==> config.mk <==
export PLATFORM = sky130hd
export DESIGN_NAME = nvirq_ctrl
export DESIGN_NICKNAME = d
export VERILOG_FILES = /design/src/design/nvirq_pkg.sv /design/src/design/nvirq_ctrl.sv /design/src/design/nvirq_frame_mem.sv
export SDC_FILE = /design/constraint.sdc
export NUM_CORES = 2
export LEC_CHECK = 0
export BUFFER_PORTS_ARGS = -buffer_cell sky130_fd_sc_hd__buf_2
export CAP_MARGIN = 20
export CORE_MARGIN = 2
export CORE_UTILIZATION = 40
export DETAILED_ROUTE_END_ITERATION = 6
export PLACE_DENSITY = 0.55
export SLEW_MARGIN = 0
export SYNTH_ARGS = -nofsm -noshare
export SYNTH_HDL_FRONTEND = slang
export SYNTH_HIERARCHICAL = 1
export SYNTH_SLANG_ARGS = --single-unit
==> constraint.sdc <==
create_clock -name ref_clk -period 45.2 [get_ports ref_clk]
set_clock_uncertainty 0.15 [all_clocks]
set_input_delay 4.52 -clock ref_clk [delete_from_list [all_inputs] [get_ports ref_clk]]
set_output_delay 4.52 -clock ref_clk [all_outputs]
set_load 0.03 [all_outputs]
==> src/design/nvirq_pkg.sv <==
// Shared constants and types for the nested vectored interrupt controller
package nvirq_pkg;
  localparam int NUM_IRQ = 32;
  localparam int PRIO_W = 2;
  localparam int LVL_W = 3;
  localparam int EXC_W = 6;
  localparam int DEPTH_W = 3;
  localparam int MEM_AW = 6;
  localparam int MEM_WORDS = 40;
  // Urgency levels: 0 is the non-maskable source, 1..4 are priorities 0..3
  localparam logic [2:0] LVL_NMI = 3'h0;
  localparam logic [2:0] LVL_NONE = 3'h5;
  localparam logic [2:0] LVL_IRQ_OFS = 3'h1;
  // Exception numbers used to index the vector table
  localparam logic [5:0] EXC_THREAD = 6'h00;
  localparam logic [5:0] EXC_NMI = 6'h02;
  localparam logic [5:0] EXC_IRQ_BASE = 6'h10;
  // Stack frame word order, also the core register select code
  localparam logic [2:0] SEL_R0 = 3'h0;
  localparam logic [2:0] SEL_R1 = 3'h1;
  localparam logic [2:0] SEL_R2 = 3'h2;
  localparam logic [2:0] SEL_R3 = 3'h3;
  localparam logic [2:0] SEL_R12 = 3'h4;
  localparam logic [2:0] SEL_LINK = 3'h5;
  localparam logic [2:0] SEL_PC = 3'h6;
  localparam logic [2:0] SEL_STATUS = 3'h7;
  localparam logic [3:0] FRAME_LAST = 4'h7;
  // Reset values
  localparam logic [31:0] RST_WORD = 32'h00000000;
  localparam logic [2:0] RST_DEPTH = 3'h0;
  localparam logic [4:0] RST_ACTIVE = 5'h00;

  typedef enum logic [2:0] {
    ST_RUN = 3'b000,
    ST_STACK = 3'b001,
    ST_VEC = 3'b010,
    ST_UNSTACK = 3'b011,
    ST_SLEEP = 3'b100
  } nvirq_state_t;
endpackage

==> src/design/nvirq_ctrl.sv <==
// Interrupt controller: arbitration, stacking, vectoring, tail chain and sleep
`timescale 1ns/1ps
`default_nettype none
// Contract
// - Thirty-two request lines, four priority levels each
// - Non-maskable input that masking cannot disable
// - Each line level or pulse sensitive
// - Priorities programmable and changeable at run time
// - Preempt only on strictly higher priority
// - Handler address fetched from vector table
// - Stack eight core registers before vector fetch
// - Restore stacked registers when handler ends
// - Tail chain pending handler without unstacking
// - Late arrival retargets vector without restacking
// - Handlers run in handler mode
// - Wake detector wakes core on enabled request
// - Sleep on wait instructions or sleep-on-exit
// - Abandon multi-cycle instruction on interrupt entry
module nvirq_ctrl (
  input wire logic ref_clk,
  input wire logic rstn,
  input wire logic clk_en,
  input wire logic [31:0] irq_in,
  input wire logic [31:0] irq_en,
  input wire logic [31:0] irq_pulse_mode,
  input wire logic [63:0] irq_prio,
  input wire logic nmi_in,
  input wire logic [31:0] vtor_base,
  output logic [2:0] core_reg_sel,
  input wire logic [31:0] core_reg_rdata,
  output logic core_abandon,
  output logic vec_req,
  output logic [31:0] vec_addr,
  input wire logic vec_ack,
  input wire logic [31:0] vec_data,
  output logic handler_go,
  output logic [31:0] handler_pc,
  output logic handler_mode,
  output logic [5:0] active_exc,
  input wire logic exc_return,
  output logic rest_valid,
  output logic [2:0] rest_sel,
  output logic [31:0] rest_data,
  input wire logic wait_for_irq_instr,
  input wire logic wait_for_event_instr,
  input wire logic event_in,
  input wire logic sleep_on_exit,
  output logic sleep_out,
  output logic wake_out
);

  function automatic logic [7:0] pick_best(input logic [31:0] req, input logic [63:0] prio);
    logic [2:0] lvl;
    logic [4:0] num;
    logic [2:0] cand;
    lvl = nvirq_pkg::LVL_NONE;
    num = 5'h00;
    cand = nvirq_pkg::LVL_NONE;
    for (int i = 31; i >= 0; i--) begin
      cand = {1'b0, prio[2*i +: 2]} + nvirq_pkg::LVL_IRQ_OFS;
      if (req[i] && cand <= lvl) begin
        lvl = cand;
        num = 5'(i);
      end
    end
    return {lvl, num};
  endfunction

  function automatic logic [2:0] lowest_set(input logic [4:0] m);
    logic [2:0] lvl;
    lvl = nvirq_pkg::LVL_NONE;
    for (int i = 4; i >= 0; i--) begin
      if (m[i]) begin
        lvl = 3'(i);
      end
    end
    return lvl;
  endfunction

  function automatic logic [5:0] exc_of(input logic nmi, input logic [4:0] num);
    return nmi ? nvirq_pkg::EXC_NMI : nvirq_pkg::EXC_IRQ_BASE + {1'b0, num};
  endfunction

  nvirq_pkg::nvirq_state_t st_q, st_d;
  logic [3:0] cnt_q, cnt_d;
  logic [2:0] depth_q, depth_d;
  logic [4:0] act_q, act_d;
  logic [5:0] lexc_q [0:4];
  logic [5:0] lexc_d [0:4];
  logic [2:0] tgt_lvl_q, tgt_lvl_d;
  logic [4:0] tgt_num_q, tgt_num_d;
  logic tgt_nmi_q, tgt_nmi_d;
  logic abandon_q, abandon_d;
  logic vec_req_q, vec_req_d;
  logic [31:0] vec_addr_q, vec_addr_d;
  logic go_q, go_d;
  logic [31:0] pc_q, pc_d;
  logic hmode_q, hmode_d;
  logic [5:0] aexc_q, aexc_d;
  logic rest_valid_q, rest_valid_d;
  logic [2:0] rest_sel_q, rest_sel_d;
  logic wake_q, wake_d;
  logic wfe_sl_q, wfe_sl_d;
  logic [31:0] pend_q, pend_d, prev_q, irq_set, clr_irq;
  logic nmi_pend_q, nmi_pend_d, nmi_prev_q, clr_nmi;
  logic evt_q, evt_d, evt_use;
  logic [7:0] irq_best;
  logic [2:0] best_lvl, cur_lvl, pop_lvl, new_lvl, nt_lvl;
  logic [4:0] best_num, pop_mask, nt_num;
  logic best_nmi, nt_nmi, preempt, chain_ok, late, wake_any;
  logic [31:0] nt_addr;
  logic [2:0] depth_m1;

  // Arbitration; masking never touches the non-maskable source
  always_comb begin
    irq_best = pick_best(pend_q & irq_en, irq_prio);
    best_nmi = nmi_pend_q;
    best_lvl = nmi_pend_q ? nvirq_pkg::LVL_NMI : irq_best[7:5];
    best_num = irq_best[4:0];
    cur_lvl = lowest_set(act_q);
    pop_mask = act_q & ~(5'h01 << cur_lvl);
    pop_lvl = lowest_set(pop_mask);
    preempt = best_lvl < cur_lvl;
    chain_ok = best_lvl < pop_lvl;
    late = (st_q == nvirq_pkg::ST_STACK || st_q == nvirq_pkg::ST_VEC) && best_lvl < tgt_lvl_q;
    nt_lvl = (st_q == nvirq_pkg::ST_RUN || late) ? best_lvl : tgt_lvl_q;
    nt_num = (st_q == nvirq_pkg::ST_RUN || late) ? best_num : tgt_num_q;
    nt_nmi = (st_q == nvirq_pkg::ST_RUN || late) ? best_nmi : tgt_nmi_q;
    nt_addr = vtor_base + {24'h000000, exc_of(nt_nmi, nt_num), 2'b00};
    depth_m1 = depth_q - 3'h1;
    wake_any = (|(irq_in & irq_en)) | (|(pend_q & irq_en)) | nmi_pend_q | nmi_in
      | (wfe_sl_q & evt_q);
  end

  nvirq_frame_mem u_frame (
    .clk(ref_clk),
    .rstn(rstn),
    .en(clk_en),
    .we(st_q == nvirq_pkg::ST_STACK),
    .waddr({depth_q, cnt_q[2:0]}),
    .wdata(core_reg_rdata),
    .raddr({depth_m1, cnt_q[2:0]}),
    .rdata(rest_data)
  );

  // Sequencer next state
  always_comb begin
    st_d = st_q;
    cnt_d = cnt_q;
    depth_d = depth_q;
    act_d = act_q;
    lexc_d = lexc_q;
    tgt_lvl_d = nt_lvl;
    tgt_num_d = nt_num;
    tgt_nmi_d = nt_nmi;
    abandon_d = 1'b0;
    vec_req_d = vec_req_q;
    vec_addr_d = vec_addr_q;
    go_d = 1'b0;
    pc_d = pc_q;
    rest_valid_d = 1'b0;
    rest_sel_d = rest_sel_q;
    wake_d = 1'b0;
    wfe_sl_d = wfe_sl_q;
    clr_irq = 32'h00000000;
    clr_nmi = 1'b0;
    evt_use = 1'b0;
    new_lvl = nvirq_pkg::LVL_NONE;
    case (st_q)
      nvirq_pkg::ST_RUN: begin
        if (exc_return && depth_q != nvirq_pkg::RST_DEPTH) begin
          act_d = pop_mask;
          if (chain_ok) begin
            st_d = nvirq_pkg::ST_VEC;
            vec_req_d = 1'b1;
            vec_addr_d = nt_addr;
          end else begin
            st_d = nvirq_pkg::ST_UNSTACK;
            cnt_d = 4'h0;
          end
        end else if (preempt) begin
          st_d = nvirq_pkg::ST_STACK;
          cnt_d = 4'h0;
          abandon_d = 1'b1;
        end else if (wait_for_irq_instr) begin
          st_d = nvirq_pkg::ST_SLEEP;
          wfe_sl_d = 1'b0;
        end else if (wait_for_event_instr) begin
          if (evt_q) begin
            evt_use = 1'b1;
          end else begin
            st_d = nvirq_pkg::ST_SLEEP;
            wfe_sl_d = 1'b1;
          end
        end
      end
      nvirq_pkg::ST_STACK: begin
        if (cnt_q == nvirq_pkg::FRAME_LAST) begin
          st_d = nvirq_pkg::ST_VEC;
          cnt_d = 4'h0;
          depth_d = depth_q + 3'h1;
          vec_req_d = 1'b1;
          vec_addr_d = nt_addr;
        end else begin
          cnt_d = cnt_q + 4'h1;
        end
      end
      nvirq_pkg::ST_VEC: begin
        if (late) begin
          vec_addr_d = nt_addr;
        end else if (vec_ack) begin
          st_d = nvirq_pkg::ST_RUN;
          vec_req_d = 1'b0;
          go_d = 1'b1;
          pc_d = vec_data;
          act_d = act_q | (5'h01 << tgt_lvl_q);
          lexc_d[tgt_lvl_q] = exc_of(tgt_nmi_q, tgt_num_q);
          clr_irq = tgt_nmi_q ? 32'h00000000 : (32'h00000001 << tgt_num_q);
          clr_nmi = tgt_nmi_q;
        end
      end
      nvirq_pkg::ST_UNSTACK: begin
        rest_valid_d = 1'b1;
        rest_sel_d = cnt_q[2:0];
        if (cnt_q == nvirq_pkg::FRAME_LAST) begin
          depth_d = depth_m1;
          cnt_d = 4'h0;
          wfe_sl_d = 1'b0;
          st_d = (sleep_on_exit && depth_m1 == nvirq_pkg::RST_DEPTH) ?
            nvirq_pkg::ST_SLEEP : nvirq_pkg::ST_RUN;
        end else begin
          cnt_d = cnt_q + 4'h1;
        end
      end
      nvirq_pkg::ST_SLEEP: begin
        if (wake_any) begin
          st_d = nvirq_pkg::ST_RUN;
          wake_d = 1'b1;
          evt_use = wfe_sl_q;
        end
      end
      default: begin
        st_d = nvirq_pkg::ST_RUN;
      end
    endcase
    new_lvl = lowest_set(act_d);
    hmode_d = (|act_d) | (st_d == nvirq_pkg::ST_VEC);
    aexc_d = (new_lvl == nvirq_pkg::LVL_NONE) ? nvirq_pkg::EXC_THREAD : lexc_d[new_lvl];
  end

  always_ff @(posedge ref_clk or negedge rstn) begin
    if (!rstn) begin
      st_q <= nvirq_pkg::ST_RUN;
      cnt_q <= 4'h0;
      depth_q <= nvirq_pkg::RST_DEPTH;
      act_q <= nvirq_pkg::RST_ACTIVE;
      for (int i = 0; i < 5; i++) begin
        lexc_q[i] <= nvirq_pkg::EXC_THREAD;
      end
      tgt_lvl_q <= nvirq_pkg::LVL_NONE;
      tgt_num_q <= 5'h00;
      tgt_nmi_q <= 1'b0;
      abandon_q <= 1'b0;
      vec_req_q <= 1'b0;
      vec_addr_q <= nvirq_pkg::RST_WORD;
      go_q <= 1'b0;
      pc_q <= nvirq_pkg::RST_WORD;
      hmode_q <= 1'b0;
      aexc_q <= nvirq_pkg::EXC_THREAD;
      rest_valid_q <= 1'b0;
      rest_sel_q <= nvirq_pkg::SEL_R0;
      wake_q <= 1'b0;
      wfe_sl_q <= 1'b0;
    end else if (clk_en) begin
      st_q <= st_d;
      cnt_q <= cnt_d;
      depth_q <= depth_d;
      act_q <= act_d;
      lexc_q <= lexc_d;
      tgt_lvl_q <= tgt_lvl_d;
      tgt_num_q <= tgt_num_d;
      tgt_nmi_q <= tgt_nmi_d;
      abandon_q <= abandon_d;
      vec_req_q <= vec_req_d;
      vec_addr_q <= vec_addr_d;
      go_q <= go_d;
      pc_q <= pc_d;
      hmode_q <= hmode_d;
      aexc_q <= aexc_d;
      rest_valid_q <= rest_valid_d;
      rest_sel_q <= rest_sel_d;
      wake_q <= wake_d;
      wfe_sl_q <= wfe_sl_d;
    end
  end

  // Pending capture; a new event beats a clear in the same cycle
  always_comb begin
    irq_set = (irq_in & ~irq_pulse_mode) | (irq_in & ~prev_q & irq_pulse_mode);
    pend_d = (pend_q & ~clr_irq) | irq_set;
    nmi_pend_d = (nmi_pend_q & ~clr_nmi) | (nmi_in & ~nmi_prev_q);
    evt_d = (evt_q & ~evt_use) | event_in;
  end

  always_ff @(posedge ref_clk or negedge rstn) begin
    if (!rstn) begin
      pend_q <= 32'h00000000;
      prev_q <= 32'h00000000;
      nmi_pend_q <= 1'b0;
      nmi_prev_q <= 1'b0;
      evt_q <= 1'b0;
    end else if (clk_en) begin
      pend_q <= pend_d;
      prev_q <= irq_in;
      nmi_pend_q <= nmi_pend_d;
      nmi_prev_q <= nmi_in;
      evt_q <= evt_d;
    end
  end

  assign core_reg_sel = cnt_q[2:0];
  assign core_abandon = abandon_q;
  assign vec_req = vec_req_q;
  assign vec_addr = vec_addr_q;
  assign handler_go = go_q;
  assign handler_pc = pc_q;
  assign handler_mode = hmode_q;
  assign active_exc = aexc_q;
  assign rest_valid = rest_valid_q;
  assign rest_sel = rest_sel_q;
  assign sleep_out = (st_q == nvirq_pkg::ST_SLEEP);
  assign wake_out = wake_q;

  chk_irq_level_pend: assert property (@(posedge ref_clk) disable iff (!rstn || !clk_en)
    (!irq_pulse_mode[5] && irq_in[5]) |=> pend_q[5])
    else $error("level request not pending");
  chk_nmi_unmasked: assert property (@(posedge ref_clk) disable iff (!rstn || !clk_en)
    (st_q == nvirq_pkg::ST_RUN && nmi_pend_q && !act_q[0] && !exc_return) |=>
    (st_q == nvirq_pkg::ST_STACK && tgt_nmi_q))
    else $error("non-maskable request not taken");
  chk_pulse_capture: assert property (@(posedge ref_clk) disable iff (!rstn || !clk_en)
    (irq_pulse_mode[0] && irq_in[0] && !prev_q[0]) |=> pend_q[0])
    else $error("pulse edge lost");
  chk_preempt_strict: assert property (@(posedge ref_clk) disable iff (!rstn || !clk_en)
    (st_q == nvirq_pkg::ST_RUN && !exc_return && best_lvl >= cur_lvl) |=>
    st_q != nvirq_pkg::ST_STACK)
    else $error("preempted without higher priority");
  chk_go_after_ack: assert property (@(posedge ref_clk) disable iff (!rstn || !clk_en)
    handler_go |-> ($past(vec_ack) && $past(st_q) == nvirq_pkg::ST_VEC && handler_pc == $past(vec_data)))
    else $error("handler start without vector");
  chk_stack_eight: assert property (@(posedge ref_clk) disable iff (!rstn || !clk_en)
    $rose(st_q == nvirq_pkg::ST_STACK) |-> (st_q == nvirq_pkg::ST_STACK)[*8] ##1
    (st_q == nvirq_pkg::ST_VEC && vec_req))
    else $error("stacking length wrong");
  chk_unstack_words: assert property (@(posedge ref_clk) disable iff (!rstn || !clk_en)
    $rose(st_q == nvirq_pkg::ST_UNSTACK) |=> rest_valid[*8] ##1 !rest_valid)
    else $error("restore word count wrong");
  chk_tail_chain: assert property (@(posedge ref_clk) disable iff (!rstn || !clk_en)
    (st_q == nvirq_pkg::ST_RUN && exc_return && depth_q != 3'h0 && chain_ok) |=>
    (st_q == nvirq_pkg::ST_VEC && $stable(depth_q)))
    else $error("tail chain unstacked");
  chk_late_retarget: assert property (@(posedge ref_clk) disable iff (!rstn || !clk_en)
    (st_q == nvirq_pkg::ST_VEC && late) |=> (st_q == nvirq_pkg::ST_VEC && !handler_go))
    else $error("late arrival not retargeted");
  chk_handler_mode: assert property (@(posedge ref_clk) disable iff (!rstn || !clk_en)
    handler_go |-> handler_mode)
    else $error("handler outside handler mode");
  chk_wake_sleep: assert property (@(posedge ref_clk) disable iff (!rstn || !clk_en)
    (sleep_out && wake_any) |=> (wake_out && !sleep_out))
    else $error("wake missed");
  chk_wfi_sleep: assert property (@(posedge ref_clk) disable iff (!rstn || !clk_en)
    (st_q == nvirq_pkg::ST_RUN && wait_for_irq_instr && !exc_return && !preempt) |=> sleep_out)
    else $error("wait for interrupt did not sleep");
  chk_abandon_entry: assert property (@(posedge ref_clk) disable iff (!rstn || !clk_en)
    $rose(st_q == nvirq_pkg::ST_STACK) |-> core_abandon)
    else $error("no abandon on entry");
  chk_pend_kept: assert property (@(posedge ref_clk) disable iff (!rstn || !clk_en)
    (pend_q[3] && !(st_q == nvirq_pkg::ST_VEC && vec_ack && !late && !tgt_nmi_q
    && tgt_num_q == 5'h03)) |=> pend_q[3])
    else $error("pending request dropped");
endmodule
`default_nettype wire

==> src/design/nvirq_frame_mem.sv <==
// Stack frame memory: one eight-word frame per nesting depth
`timescale 1ns/1ps
`default_nettype none
module nvirq_frame_mem (
  input wire logic clk,
  input wire logic rstn,
  input wire logic en,
  input wire logic we,
  input wire logic [5:0] waddr,
  input wire logic [31:0] wdata,
  input wire logic [5:0] raddr,
  output logic [31:0] rdata
);
  logic [31:0] mem_q [0:nvirq_pkg::MEM_WORDS-1];
  logic [31:0] rdata_q;
  logic [31:0] rdata_d;

  // Frame storage, no reset needed
  always_ff @(posedge clk) begin
    if (en && we) begin
      mem_q[waddr] <= wdata;
    end
  end

  always_comb begin
    rdata_d = en ? mem_q[raddr] : rdata_q;
  end

  always_ff @(posedge clk or negedge rstn) begin
    if (!rstn) begin
      rdata_q <= nvirq_pkg::RST_WORD;
    end else begin
      rdata_q <= rdata_d;
    end
  end

  assign rdata = rdata_q;
endmodule
`default_nettype wire

==> flow_summary.ini <==
[status]
status = finished with violations
violations = setup timing

[timing]
final-max-slew-violation-count = 0
timing_hold_violations_final = 0
worstMarginPinSlew_ns = 1.27
finalWorstPathRequiredPeriod_ns = 46.73
postLayoutSetupSlackWorst_ns = -1.53
maxClockFrequency_mhz = 21.4
rsz0062_at_grt = true
finalSetupViolCount = 35
worst_slew_margin_rel_pct = 15.3
period_share_pct = 103

[floorplanning]
start_util_pct = 40.2
fp-row-count = 149
die_width_um = 411
num_io_pins = 381
die-height_um = 411
full_die_area_um2 = 169000
core_region_area_um2 = 165000

[worst_setup_path]
setup.worst_path.class = input pin to flip-flop
worst_path_largest_cell_delay_ns = 0.53
arrival_ns = 47.23
crit_path_end_kind = flip-flop
cp_slowest_cell = sky130_fd_sc_hd__or4_4
critical_path.most_common_cell = sky130_fd_sc_hd__nor2_2
worstPathRequired_ns = 45.71
cp_max_fo = 5
crit_path_start_kind = input pin

[logic_synthesis]
postSynth.topFlopCell = sky130_fd_sc_hd__edfxtp_1
number_of_synthesized_register_bits = 1513
syn-instance-count = 4360
avgSynthCellArea_um2 = 15.2
synth-async-reset-ratio_pct = 15.4
number_of_enable_flip_flop_cells_after_synthesis = 1280
cell_variety_after_synth = 115
syn-cell-area_um2 = 66100
synth_nets = 4714
synth.yosys.warnings = 6
proportion_of_synthesized_chip_area_in_sequential_cells_pct = 66.9

[global_routing]
antenna_found_initial = 11
grt_usage_pct = 22.6
grt_max_degree = 125
wire_length_of_the_first_global_routing_pass_um = 281000
grt_pass1_vias = 41094
grt.overflow.total = 0

[clock_network]
h_tree_levels = 4
clkTransAtPathRegs_ns = 0.05
clkLatencyLatePin_ns = 0.80
cts-buffers-inserted = 155
ctsRootBufferMaster = sky130_fd_sc_hd__clkbuf_16
clock_tree.buffer_depth = 3
clock-sinks = 1513
cts_tree = done

[worst_hold_path]
min_path_type = flip-flop to flip-flop

[job]
max_cap_violations = 0

[cells_and_area]
final-instance-count-excl-fill = 7411
fraction_of_layout_cells_with_a_size_suffix_above_1_pct = 31.4
layout-area-overhead-vs-synth_pct = 21.1
multi_input_comb_area_um2 = 22700
finalNetCount = 5453
commonest_non_fill_non_tap_cells_in_the_layout = 1,280 x sky130_fd_sc_hd__edfxtp_1, 427 x sky130_fd_sc_hd__mux2i_1, 376 x sky130_fd_sc_hd__buf_2
commonest_non_fill_non_tap_cell_in_the_layout = sky130_fd_sc_hd__edfxtp_1
num-fill-cells = 14153
final-seq-area_um2 = 44300
n_antenna_cell = 0
final_core_util_pct = 48.6

[place]
port_buffers = 380
dp_hpwl_um = 120000
gpl.final_weighted_congestion = 0.910
dpl.cell_count = 7011

[power]
worst_ir_drop_vdd_mv = 0.0646
total_leakage_power_nw = 28.5
pwr_density_cell_nw_per_um2 = 59.4

[routing]
vias_per_cell = 5.71
route.vias.total = 42342
wire_per_inst_um = 26.6
drt_first_pass_iters = 5
drtIter0Drc = 3573
ant_nets = 0
totalWireLength_um = 197000
drt_drc_violations_left = 0
routing by layer:
| metal | track usage [%] | routed length (um) | vias to the layer above | share of wire [%] |
|---|---|---|---|---|
| met2 | 37.4 | 95900 | 1367 | 49 |
| met3 | 3.40 | 11300 | 276 | 5.7 |
| met4 | 6.43 | 5100 | 2 | 2.6 |
| met5 | 0 | 11 | - | 0.0056 |
| li1 | - | - | 18750 | - |
| met1 | 31.0 | 84800 | 21947 | 43 |
metrics by stage:
stage	setup WS, ns	setup TNS, ns	area [um^2]	hold WS [ns]	power [mW]
finish	-1.53	-36.46	80100	0.326	4.76
detailed placement	-2.36	-127.52	72800	0.313	3.34
floorplan	-0.989	-13.75	66700	0.293	2.75
global route	-3.90	-333.34	80100	0.357	4.97
CTS	-1.14	-23.06	78100	0.327	4.62
global placement	-1.18	-26.23	72700	0.306	3.33
kinds of logic after synthesis:
group                      Yosys count  share of synthesized area (%)
AOI/OAI and AO/OA                  904                           9.64
xor gates and xnor gates            31                          0.411
adders and majority gates          100                           1.86
buffers and inverters              261                           2.04
DFF                               1513                           66.9
muxes                              645                           12.3
and+or+nand+nor                    906                           6.76
cell type report:
cell class | instances | share of cell area (%)
flip-flops and latches | 1513 | 55.3
well taps | 2189 | 3.42
clock buffers | 213 | 5.27
multi-input cells | 2587 | 28.4
repair buffers | 783 | 6.52
inverters | 59 | 0.298
clock inverters | 67 | 0.797
final timing paths:
kind | startpoint | endpoint | slack (ns) | cells after the start
hold / removal | vec_addr[30] | vec_addr[30] | 0.33 | 2
min in group asynchronous | rstn | best_nmi | 3.52 | 1
setup reg to reg | pend_q[31] | vec_addr[30] | 1.83 | 251
setup / recovery | irq_prio[62] | vec_addr[30] | -1.53 | 253
hold reg to reg | vec_addr[30] | vec_addr[30] | 0.33 | 2
max in group asynchronous | rstn | prev_q[27] | 40.04 | 2
repair_timing:
item / in CTS / in global routing
resized for setup: 50 / 323
hold buffers: 0 / 0
buffers inserted: 38 / 82
gates cloned: 0 / 5
endpoints found under the setup margin: 70 / 160
pin swaps: 34 / 205
synth_stat cells, drive strengths merged, types with 58 or more instances:
library cell | number | area share [%]
nand3 | 70 | 0.53
o21ai | 190 | 1.5
a22oi | 201 | 2.3
edfxtp | 1280 | 58
dfrtp | 231 | 8.7
nor2 | 205 | 1.2
nand2 | 294 | 1.7
a21oi | 173 | 1.3
mux2i | 434 | 6.6
buf | 102 | 1.1
mux4 | 128 | 4.4
inv | 58 | 0.33
nand2b | 59 | 0.56
mux2 | 83 | 1.4
clkbuf | 100 | 0.59
ha | 87 | 1.6
power breakdown:
group          leakage (nW)  total (mW)  switching (mW)  internal [mW]
clock network          2.37        1.24           0.541          0.702
logic                  11.8        1.82            1.05          0.771
registers              14.3        1.70          0.0811           1.61
total                  28.5        4.76            1.67           3.09
critical path: cells and delay by family:
kind                       cells  cell delay [ns]
AOI/OAI and AO/OA            103            17.03
xor gates and xnor gates       1             0.11
adders and majority gates     40            10.78
buffers and inverters         14             1.23
muxes                          7             1.56
and+or+nand+nor               88            11.94
sequential cells by signal, indices dropped and copies added, names as in the netlist, 6 cells and up:
signal         flops
u_frame/mem_q   1280
handler_pc        32
pend_q            32
prev_q            32
u_frame/rdata     32
vec_addr          32
lexc_q            30
active_exc         6
No activity file was read; power rests on OpenSTA's default activity.
